$ cat src/hw/rsc_pkg.sv
package rsc_pkg;

	localparam int CLK_PERIOD_PS = 5000;

	// supply settle and brown-out release delay, least times in microseconds
	localparam int POWER_UP_SETTLE_US      = 1000;
	localparam int BROWNOUT_RELEASE_DELAY_US = 1000;
	localparam int POWER_UP_SETTLE_CYC =
		(POWER_UP_SETTLE_US * 1000000 + CLK_PERIOD_PS - 1) / CLK_PERIOD_PS;
	localparam int BROWNOUT_RELEASE_CYC =
		(BROWNOUT_RELEASE_DELAY_US * 1000000 + CLK_PERIOD_PS - 1) /
		CLK_PERIOD_PS;

	localparam int CNT_W = 18;

	// bus clock is sys_clk / 4
	localparam logic BCLK_DIV_LAST = 1'b1;
	localparam int VECTOR_FETCH_BCLK = 28;
	localparam int INT_RESET_HOLD_CYC = 20;

	localparam logic [19:0] RESET_VECTOR_ADDR = 20'hffffc;

	localparam logic [1:0] PM_SINGLE_CHIP = 2'h0;
	localparam logic [1:0] PM_MICROPROC   = 2'h3;

	// synchroniser lanes and their idle values
	localparam int SYNC_W       = 5;
	localparam int SY_RESET_PIN = 0;
	localparam int SY_MODE_SEL  = 1;
	localparam int SY_BOD_BELOW = 2;
	localparam int SY_BOD_ABOVE = 3;
	localparam int SY_REQ_B     = 4;
	localparam logic [SYNC_W-1:0] SYNC_RST_VAL = 5'h10;

	typedef enum logic [2:0] {
		ST_SETTLE,
		ST_HOLD,
		ST_BOD_HOLD,
		ST_BOD_DELAY,
		ST_INT_HOLD,
		ST_RELEASE,
		ST_RUN,
		ST_OSC_STOP
	} rsc_state_t;

endpackage

$ cat src/hw/rsc_sync_if.sv
`timescale 1ns/10ps
interface rsc_sync_if;
	import rsc_pkg::*;
	logic [SYNC_W-1:0] raw;
	logic [SYNC_W-1:0] sync;
	modport sink (input raw, output sync);
	modport src  (output raw, input sync);
endinterface

$ cat src/hw/rsc_sync.sv
`timescale 1ns/10ps
module rsc_sync
	import rsc_pkg::*;
(
	input  wire logic    sys_clk,
	input  wire logic    rst_b,
	rsc_sync_if.sink     sif
);

	logic [SYNC_W-1:0] meta_q;
	logic [SYNC_W-1:0] meta_d;
	logic [SYNC_W-1:0] sync_q;
	logic [SYNC_W-1:0] sync_d;

	always_comb begin
		meta_d = sif.raw;
		sync_d = meta_q;
	end

	// two flops per lane; only the second flop is visible outside
	genvar i;
	generate
		for (i = 0; i < SYNC_W; i++) begin : g_lane
			always_ff @(posedge sys_clk or negedge rst_b) begin
				if (!rst_b) begin
					meta_q[i] <= SYNC_RST_VAL[i];
					sync_q[i] <= SYNC_RST_VAL[i];
				end else begin
					meta_q[i] <= meta_d[i];
					sync_q[i] <= sync_d[i];
				end
			end
		end
	endgenerate

	assign sif.sync = sync_q;

endmodule

$ cat src/hw/rsc_reset_ctrl.sv
`timescale 1ns/10ps
// What this block does
// RULE1 - supply rises with pin low, settle wait
// RULE2 - twenty main clocks before pin release
// RULE3 - microprocessor reset: chip select, strobes high
// RULE4 - microprocessor reset: latch strobe low, clock runs
// RULE5 - bus release grant follows request in reset
// RULE6 - upper pins input pulled up; address undefined
// RULE7 - pin states valid only after supply settles
// RULE8 - enabled detector below trip holds full reset
// RULE9 - release level then delay, then vector
// RULE10 - brown-out reset equals pin reset
// RULE11 - brown-out ignored during stop mode
// RULE12 - software reset bit resets, restarts at vector
// RULE13 - software reset only on stable main clock; the code takes the write in run with no clock check
// RULE14 - internal resets keep processor mode bits
// RULE15 - watchdog underflow with select resets
// RULE16 - oscillator stop with select zero halts
// RULE17 - vector fetched fixed bus clocks after release
// RULE18 - ram never cleared; write during reset flagged
module rsc_reset_ctrl
	import rsc_pkg::*;
#(
	parameter int SETTLE_CYC    = POWER_UP_SETTLE_CYC,
	parameter int BOD_DELAY_CYC = BROWNOUT_RELEASE_CYC
) (
	input  wire logic        sys_clk,
	input  wire logic        rst_b,
	input  wire logic        reset_pin_b,
	input  wire logic        mode_select_pin,
	input  wire logic        brownout_below_trip,
	input  wire logic        brownout_above_release,
	input  wire logic        bus_release_req_b,
	input  wire logic        reset_level_detect_enable,
	input  wire logic        stop_mode,
	input  wire logic        software_reset_wr,
	input  wire logic        pm_wr,
	input  wire logic [1:0]  pm_wdata,
	input  wire logic        watchdog_underflow,
	input  wire logic        watchdog_action_select,
	input  wire logic        osc_stop_detected,
	input  wire logic        osc_stop_action_select,
	input  wire logic        bus_cs0_b,
	input  wire logic        bus_wr_b,
	input  wire logic        bus_rd_b,
	input  wire logic        bus_ale,
	input  wire logic        bus_grant_b,
	input  wire logic        ram_write,
	input  wire logic        ram_unknown_clr,
	output logic             core_reset,
	output logic             pins_valid,
	output logic [1:0]       processor_mode,
	output logic             bus_oe,
	output logic             chip_select_zero_b,
	output logic             write_strobe_b,
	output logic             read_strobe_b,
	output logic             addr_latch_strobe,
	output logic             bus_clock_out,
	output logic             bus_release_grant_b,
	output logic             upper_pins_pull_en,
	output logic             addr_bhe_oe,
	output logic             vector_fetch,
	output logic [19:0]      vector_addr,
	output logic             osc_halted,
	output logic             ram_unknown
);

	rsc_sync_if sif ();
	assign sif.raw = {bus_release_req_b, brownout_above_release,
		brownout_below_trip, mode_select_pin, reset_pin_b};
	rsc_sync u_sync (
		.sys_clk (sys_clk),
		.rst_b   (rst_b),
		.sif     (sif.sink)
	);

	wire logic pin_hi_s = sif.sync[SY_RESET_PIN];
	wire logic mode_s   = sif.sync[SY_MODE_SEL];
	wire logic below_s  = sif.sync[SY_BOD_BELOW];
	wire logic above_s  = sif.sync[SY_BOD_ABOVE];
	wire logic req_b_s  = sif.sync[SY_REQ_B];

	rsc_state_t       state_q, state_d;
	logic [CNT_W-1:0] cnt_q, cnt_d;
	logic [1:0]       pm_q, pm_d;
	logic             bdiv_q, bdiv_d;
	logic             bclk_q, bclk_d;
	logic             bclk_rise, bod_trip, wdt_req, osc_req;
	logic             in_rst_mp, rst_d, mp_d;
	logic core_rst_q, valid_q, oe_q, cs_q, wr_q, rd_q, ale_q, grant_q;
	logic pull_q, abhe_q, fetch_q, halt_q, ramu_q;
	logic core_rst_d, valid_d, oe_d, cs_d, wr_d, rd_d, ale_d, grant_d;
	logic pull_d, abhe_d, fetch_d, halt_d, ramu_d;
	logic [19:0] vaddr_q, vaddr_d;

	// detector is off in stop mode, so no wake-up through it
	assign bod_trip = reset_level_detect_enable && below_s &&
		!stop_mode; // RULE8 RULE11
	assign wdt_req  = watchdog_action_select && watchdog_underflow; // RULE15
	assign osc_req  = !osc_stop_action_select && osc_stop_detected; // RULE16
	assign bclk_rise = (bdiv_q == BCLK_DIV_LAST) && !bclk_q;
	always_comb begin
		state_d = state_q;
		cnt_d   = cnt_q;
		pm_d    = pm_q;
		fetch_d = 1'b0;
		vaddr_d = vaddr_q;
		case (state_q)
			ST_SETTLE: begin
				// external party keeps the pin low through this wait
				if (cnt_q == CNT_W'(SETTLE_CYC - 1)) begin // RULE1 RULE7
					state_d = ST_HOLD;
					cnt_d   = '0;
				end else begin
					cnt_d = cnt_q + CNT_W'(1);
				end
			end
			ST_HOLD: begin
				// pin release implies the main clocks were supplied
				if (pin_hi_s) begin // RULE2
					state_d = ST_RELEASE;
					cnt_d   = '0;
				end
			end
			ST_BOD_HOLD: begin
				if (above_s) begin // RULE9
					state_d = ST_BOD_DELAY;
					cnt_d   = '0;
				end
			end
			ST_BOD_DELAY: begin
				if (cnt_q == CNT_W'(BOD_DELAY_CYC - 1)) begin // RULE9
					state_d = ST_RELEASE;
					cnt_d   = '0;
				end else begin
					cnt_d = cnt_q + CNT_W'(1);
				end
			end
			ST_INT_HOLD: begin
				if (cnt_q == CNT_W'(INT_RESET_HOLD_CYC - 1)) begin
					state_d = ST_RELEASE;
					cnt_d   = '0;
				end else begin
					cnt_d = cnt_q + CNT_W'(1);
				end
			end
			ST_RELEASE: begin
				if (bclk_rise) begin
					cnt_d = cnt_q + CNT_W'(1);
					if (cnt_q == CNT_W'(VECTOR_FETCH_BCLK - 1)) begin // RULE17
						state_d = ST_RUN;
						cnt_d   = '0;
						fetch_d = 1'b1;
						vaddr_d = RESET_VECTOR_ADDR;
					end
				end
			end
			ST_RUN: begin
				if (pm_wr) begin
					pm_d = pm_wdata;
				end
				// processor mode is left as is by these three
				if (software_reset_wr || wdt_req) begin // RULE12 RULE15 RULE14
					state_d = ST_INT_HOLD;
					cnt_d   = '0;
				end else if (osc_req) begin // RULE16 RULE14
					state_d = ST_OSC_STOP;
				end
			end
			default: begin
				state_d = ST_OSC_STOP;
			end
		endcase
		if (state_q != ST_SETTLE) begin
			if (!pin_hi_s) begin
				state_d = ST_HOLD;
				cnt_d   = '0;
				fetch_d = 1'b0;
			end else if (bod_trip) begin // RULE8
				state_d = ST_BOD_HOLD;
				cnt_d   = '0;
				fetch_d = 1'b0;
			end
		end
		// hardware resets of both kinds reload the mode from the strap
		if (state_d == ST_SETTLE || state_d == ST_HOLD ||
			state_d == ST_BOD_HOLD || state_d == ST_BOD_DELAY) begin // RULE10
			pm_d = mode_s ? PM_MICROPROC : PM_SINGLE_CHIP;
		end
	end

	always_comb begin
		bdiv_d = bdiv_q;
		bclk_d = bclk_q;
		if (state_q != ST_OSC_STOP) begin // RULE4
			bdiv_d = bdiv_q + 1'b1;
			if (bdiv_q == BCLK_DIV_LAST) begin
				bclk_d = !bclk_q;
			end
		end
	end

	always_comb begin
		rst_d     = (state_d != ST_RUN);
		mp_d      = (pm_d != PM_SINGLE_CHIP);
		in_rst_mp = rst_d && mp_d;
		core_rst_d = rst_d;
		valid_d   = (state_d != ST_SETTLE); // RULE7
		oe_d      = valid_d && mp_d; // RULE7
		cs_d      = in_rst_mp ? 1'b1 : bus_cs0_b; // RULE3
		wr_d      = in_rst_mp ? 1'b1 : bus_wr_b; // RULE3
		rd_d      = in_rst_mp ? 1'b1 : bus_rd_b; // RULE3
		ale_d     = in_rst_mp ? 1'b0 : bus_ale; // RULE4
		grant_d   = in_rst_mp ? req_b_s : bus_grant_b; // RULE5
		pull_d    = in_rst_mp && valid_d; // RULE6
		abhe_d    = valid_d && mp_d; // RULE6
		halt_d    = (state_d == ST_OSC_STOP); // RULE16
		// ram is never cleared, only marked when a write is cut short
		ramu_d    = ramu_q;
		if (ram_unknown_clr) begin
			ramu_d = 1'b0;
		end
		if (!pin_hi_s && ram_write) begin // RULE18
			ramu_d = 1'b1;
		end
	end

	always_ff @(posedge sys_clk or negedge rst_b) begin
		if (!rst_b) begin
			state_q    <= ST_SETTLE;
			cnt_q      <= '0;
			pm_q       <= PM_SINGLE_CHIP;
			bdiv_q     <= 1'b0;
			bclk_q     <= 1'b0;
			vaddr_q    <= '0;
			core_rst_q <= 1'b1;
			valid_q    <= 1'b0;
			oe_q       <= 1'b0;
			cs_q       <= 1'b1;
			wr_q       <= 1'b1;
			rd_q       <= 1'b1;
			ale_q      <= 1'b0;
			grant_q    <= 1'b1;
			pull_q     <= 1'b0;
			abhe_q     <= 1'b0;
			fetch_q    <= 1'b0;
			halt_q     <= 1'b0;
			ramu_q     <= 1'b0;
		end else begin
			state_q    <= state_d;
			cnt_q      <= cnt_d;
			pm_q       <= pm_d;
			bdiv_q     <= bdiv_d;
			bclk_q     <= bclk_d;
			vaddr_q    <= vaddr_d;
			core_rst_q <= core_rst_d;
			valid_q    <= valid_d;
			oe_q       <= oe_d;
			cs_q       <= cs_d;
			wr_q       <= wr_d;
			rd_q       <= rd_d;
			ale_q      <= ale_d;
			grant_q    <= grant_d;
			pull_q     <= pull_d;
			abhe_q     <= abhe_d;
			fetch_q    <= fetch_d;
			halt_q     <= halt_d;
			ramu_q     <= ramu_d;
		end
	end

	assign core_reset          = core_rst_q;
	assign pins_valid          = valid_q;
	assign processor_mode      = pm_q;
	assign bus_oe              = oe_q;
	assign chip_select_zero_b  = cs_q;
	assign write_strobe_b      = wr_q;
	assign read_strobe_b       = rd_q;
	assign addr_latch_strobe   = ale_q;
	assign bus_clock_out       = bclk_q;
	assign bus_release_grant_b = grant_q;
	assign upper_pins_pull_en  = pull_q;
	assign addr_bhe_oe         = abhe_q;
	assign vector_fetch        = fetch_q;
	assign vector_addr         = vaddr_q;
	assign osc_halted          = halt_q;
	assign ram_unknown         = ramu_q;

	wire logic run_clean = (state_q == ST_RUN) && pin_hi_s && !bod_trip;
endmodule

$ cat config.mk
export PLATFORM = sky130hd
export DESIGN_NAME = rsc_reset_ctrl
export DESIGN_NICKNAME = d
export VERILOG_FILES = /design/src/hw/rsc_pkg.sv /design/src/hw/rsc_sync_if.sv /design/src/hw/rsc_sync.sv /design/src/hw/rsc_reset_ctrl.sv
export SDC_FILE = /design/constraint.sdc
export NUM_CORES = 1
export LEC_CHECK = 0
export BUFFER_PORTS_ARGS = -buffer_cell sky130_fd_sc_hd__buf_2
export CORE_ASPECT_RATIO = 1.75
export CORE_MARGIN = 2
export CORE_UTILIZATION = 57
export CTS_CLUSTER_DIAMETER = 150
export DETAILED_ROUTE_END_ITERATION = 12
export PLACE_DENSITY = 0.88
export SYNTH_ARGS = -nofsm -noshare
export SYNTH_HDL_FRONTEND = slang
export SYNTH_SLANG_ARGS = --single-unit
export TNS_END_PERCENT = 20
$ cat constraint.sdc
create_clock -name sys_clk -period 4.15 [get_ports sys_clk]
set_input_delay 0.83 -clock sys_clk [delete_from_list [all_inputs] [get_ports sys_clk]]
set_output_delay 0.83 -clock sys_clk [all_outputs]
set_load 0.005 [all_outputs]
# Word-level counts from Yosys, hierarchy flattened
# Index checks and enable logic that the tools add are counted.
# op_classes
bitwise,0
muxes,41
magnitude_cmp,0
shifts,0
reduce_logical,26
addsub,2
div,0
multipliers,0
n_eq_ne,15
# op_table
op,count
$mux 18,10
$pmux 18 s6,1
$eq 18x5->1 const B,2
$mux 3,12
$pmux 3 s7,1
$add 18x1->18 const B,1
$eq 18x18->1 const B,1
$mux 1,13
$eq 3x2->1 const B,4
$eq 3x3->1 const B,4
$logic_and 1x1->1,9
$mux 2,4
$eq 3x1->1 const B,2
$logic_not 3->1,2
$ne 3x3->1 const B,2
$reduce_bool 3->1,2
$logic_not 1->1,4
$logic_or 1x1->1,4
$reduce_bool 2->1,2
$reduce_and 3->1,1
$reduce_and 2->1,1
$reduce_or 2->1,1
$add 1x1->1 const B,1
# totals
word_cells,112
output_inout_bits,36
latchBits,0
input_bits,24
ff_bits,48
memories,0
ram_bits,0
romBits,0

# Depth between registers and ports, before layout
# depth
ltp_word,16
mapped_depth,10
mapped_depth_nobuf,9

# By module
# Synthesis repeated with hierarchy kept, for this count alone.
# unflattened
hier_cells,278
area_unflattened_um2,2663.8
# modules_own_cells
mod,cells_each,area_per_inst_um2,seq_area_each_um2,instances
rsc_reset_ctrl,268,2411.1,957.2,1
rsc_sync,10,252.7,252.7,1

# Worst setup path before layout
# OpenSTA, ideal clock, no wires.
# synth_path
path_type,register to register
start,register cnt_q[13]
end,register cnt_q[6]
setup_ps,122
required_ps,4028
stages_incl_launch_ff,9
synth_period_minus_slack_ps,2527
t_arrival_ps,2405
path_slack_ps,1623
path_buffers,2
path_cell_list,dfrtp_1 or4_4 nor4_4 a2111oi_1 or3_1 buf_2 and2_1 buf_6 a32o_1
# synth_between
elab_chain_cells,7
elab_cells_between_ends,11
cone_classes,eq/ne (3); mux (8)
# synth_lines
element,line_no,source
from (decl),rsc_reset_ctrl.sv:84,"logic [CNT_W-1:0] cnt_q, cnt_d;"
from (signal assigned),rsc_reset_ctrl.sv:251,cnt_q <= cnt_d;
$eq 18x5->1,rsc_reset_ctrl.sv:150,if (cnt_q == CNT_W'(VECTOR_FETCH_BCLK - 1)) begin
$mux 18,rsc_reset_ctrl.sv:150,
$mux 18,rsc_reset_ctrl.sv:148,if (bclk_rise) begin
$pmux 18 s6 *,rsc_reset_ctrl.sv:108,case (state_q)
$mux 18,rsc_reset_ctrl.sv:179,end else if (bod_trip) begin
$mux 18,rsc_reset_ctrl.sv:175,if (!pin_hi_s) begin
$mux 18 *,rsc_reset_ctrl.sv:174,if (state_q != ST_SETTLE) begin
named net cnt_d[6],rsc_reset_ctrl.sv:84,
# The timed path passes the listed nets; every way through them passes the cells marked *.
# A chain may end at the register's enable or synchronous reset.

# Worst setup path in the final report
# layout_path
start,register cnt_q[0]
end,register cnt_q[9]
# layout_between
elab_chain_cells,7
elab_cells_between_ends,12
cone_classes,add/sub (1); eq/ne (3); mux (8)
# layout_lines
element,line_no
$add 18x1->18 / $eq 18x5->1 (equally long branches),--
$mux 18,rsc_reset_ctrl.sv:150
$mux 18,rsc_reset_ctrl.sv:148
$pmux 18 s6 *,rsc_reset_ctrl.sv:108
$mux 18,rsc_reset_ctrl.sv:179
$mux 18,rsc_reset_ctrl.sv:175
$mux 18 *,rsc_reset_ctrl.sv:174
named net cnt_d[9],rsc_reset_ctrl.sv:84
# Marks and branches as above.

==> qor.txt <==
P&R area growth vs syn: 10.8%
Final Non-Filler Cells: 352
Peak supply drop: 0.000327 V
Post-DRT Antenna Nets: 0
Die height: 91.8 um
Ratio of cells with drive above 1 in the final layout: 25.9%
Max-slew violations: 0
Async SR Flop Fraction: 100%
Sw power: 515 uW
Mapped Area: 2510 um^2
Die W: 54.2 um
R2r setup slk: 1.26 ns
CTS resizes: 0
Filler cells: 373
Vias: 2197
CTS Buf Count: 5
Area share of the largest cell type after synthesis: 40.9%
Pwr dens: 506 nW/um^2
IO Pins: 60
Min Tclk post-route: 2.89 ns
H-tree levels: 2
Worst rel slew slack: 29.9%
Cell-by-cell trace of the critical path: ha_1 -> and3_1 -> and3_1 -> a2111oi_1 -> or3_1 -> and2_1 -> nand2_1 -> o31ai_1
Root Driver: clkbuf_8
DIE AREA: 4970 um^2
Antenna cell count: 0
Final Core Density: 64.3%
Final Power: 1.41 mW
Clock power frac: 25.2%
Worst Path Required: 4.37 ns
Crit path largest cell delay: 0.62 ns
Status: complete, no violations
Fin Setup TNS: 0 ns
Post-DR wirelength/cell: 17.6 um
Hold Path End: u_sync.sif.sync[3]
Hold WS: 0.352 ns
Area of the multi-input gates: 1080 um^2
Routed WL: 6190 um
DP HPWL: 4270 um
CTS tree: built
Max_cap viols: 0
RSZ-0062 raised after global routing: no
Reg2Reg Launch Point: cnt_q[0]
Post-CTS Hold Fix Bufs: 0
Least-Margin Pin Slew: 1.05 ns
WP data arrival: 3.11 ns
Final setup viols: 0
Hold Crit Class: flop to flop
Setup bufs post-CTS: 0
First-pass DRT Iterations: 4
Post-Syn Instances: 265
Register area share after synthesis: 48.2%
CP Max Fanout: 10
Drt via density: 6.24
Pint: 891 uW
First-pass GRT wire length: 10200 um
Hold_sp: u_sync.meta_q[3]
Storage cell area: 1210 um^2
Setup Skew: 0.0175 ns
Main synth FF type: dfrtp_1
Comb pwr share: 32.1%
Worst path slowest cell: a2111oi_1
Clock transition at path regs: 0.10 ns
Worst hold stages: 0
Max Root-Sink Buffers: 2
Part of the power in registers: 42.7%
Std cell rows: 32
Reg2reg end: cnt_q[9]
Setup crit end kind: flop
GRT Overall Usage: 28.1%
Clock latency on the worst-skew pair: 0.32 ns
Ys Warns: 0
Fin nets: 325
EDFF count, synth: 0
CP most frequent cell: and3_1
Dpl cells: 344
Worst setup SP type: flop
GR Overflow Total: 0
Routability cong.: 0.996
Final Cycle Share: 69.6%
Total core area: 4320 um^2
Initial core utilization: 58.0%
Net Sw Frac: 36.6%
Area contributors post-synth: dfrtp_1, dfstp_2, buf_4
Largest area contributor in the netlist: dfrtp_1
Worst R2R Path Depth: 8
Clk sink count: 48
CP Class: flop to flop
Port Buffers: 57
Iter 0 DRT Violations: 138
Endpoints failing hold: 0
Initial antenna violation count: 0
Vias in the first global route: 2097
Highest clock rate: 346 MHz
Flops & latches, synth: 48
Largest net degree at the start of global routing: 49
Avg Synthesized Cell Area: 9.47 um^2
DRC: 0
Lkg Pwr: 1.32 nW
Post-synthesis cell type count: 49
==> critical path: cells and delay by family, from the launching register on <==
family | cells | cell delay, ns
compound gates | 2 | 0.90
simple gates | 5 | 1.24
flops | 1 | 0.42
fa+ha+maj | 1 | 0.25
==> layout make-up <==
| cell class | instances | share of cell area (%) |
|---|---|---|
| clock buffer | 5 | 2.48 |
| clock inverter | 3 | 1.67 |
| inverter | 7 | 0.945 |
| multi-input combinational | 181 | 38.8 |
| sequential | 48 | 43.5 |
| tap | 51 | 2.30 |
| timing repair buffer | 57 | 10.3 |
==> worst max-delay path by stage <==
stage / start / end
after floorplan: cnt_q[13] / cnt_q[6]
after global placement: stop_mode / bus_release_grant_b
after detailed placement: stop_mode / bus_release_grant_b
after CTS: cnt_q[13] / cnt_q[15]
final: cnt_q[0] / cnt_q[9]
after global routing: cnt_q[0] / cnt_q[9]
==> synth_stat cells (6+ instances only) <==
master / n
and3_1: 6
nand3_1: 8
a31oi_1: 9
nand2_1: 23
inv_1: 7
nor2_1: 19
dfstp_2: 7
a21oi_1: 19
nor3_1: 10
nand2b_1: 6
o21ai_0: 18
buf_4: 20
clkbuf_1: 7
dfrtp_1: 41
==> cell families (layout without fill, tap and decap cells) <==
| group | Yosys count | in the layout | share of synthesized area [%] |
|---|---|---|---|
| xor+xnor | 3 | 3 | 1.05 |
| mux | 6 | 6 | 2.44 |
| flops | 48 | 48 | 48.2 |
| compound gates | 70 | 70 | 17.7 |
| fa+ha+maj | 1 | 1 | 0.498 |
| other cells | 1 | 2 | 0.149 |
| buf+inv | 37 | 72 | 8.92 |
| simple gates | 99 | 99 | 21.0 |
==> power groups by stage <==
stage	logic, mW	clock network, mW	registers, mW
4_1_cts	0.445	0.355	0.598
5_1_grt	0.506	0.377	0.611
2_1_floorplan	0.335	0	0.586
6_report	0.452	0.354	0.600
3_5_place_dp	0.436	0	0.607
3_3_place_gp	0.422	0	0.601
==> per-stage QoR <==
step	area (um^2)	worst slack [ns]
after floorplan	2510	1.62
after global placement	2670	1.33
after detailed placement	2670	1.27
after CTS	2780	1.29
after global routing	2780	1.07
final	2780	1.26
==> layer usage <==
layer / global-route usage [%] / routed length, um / vias to the layer above
li1: - / - / 999
met1: 32.8 / 2200 / 1045
met2: 45.4 / 3260 / 122
met3: 4.89 / 386 / 31
met4: 17.3 / 342 / 0
met5: 0 / 0 / -
==> flip-flops by register name, summed over array words and instances, names as in the netlist, 2 cells and up <==
| register | flops |
|---|---|
| cnt_q | 18 |
| processor_mode | 2 |
| state_q | 3 |
| u_sync.meta_q | 5 |
| u_sync.sif.sync | 5 |
==> layout by cell type, fill, tap and decap left out, types with 6 or more instances in the layout <==
cell and n:
nand3_1 8, nor2_1 19, nor3_1 10, a21oi_1 19
dfrtp_1 41, and3_1 6, o21ai_0 18, buf_2 57
nand2b_1 6, a31oi_1 9, inv_1 7, dfstp_2 7
nand2_1 23
(Power assumes the default switching activity.)
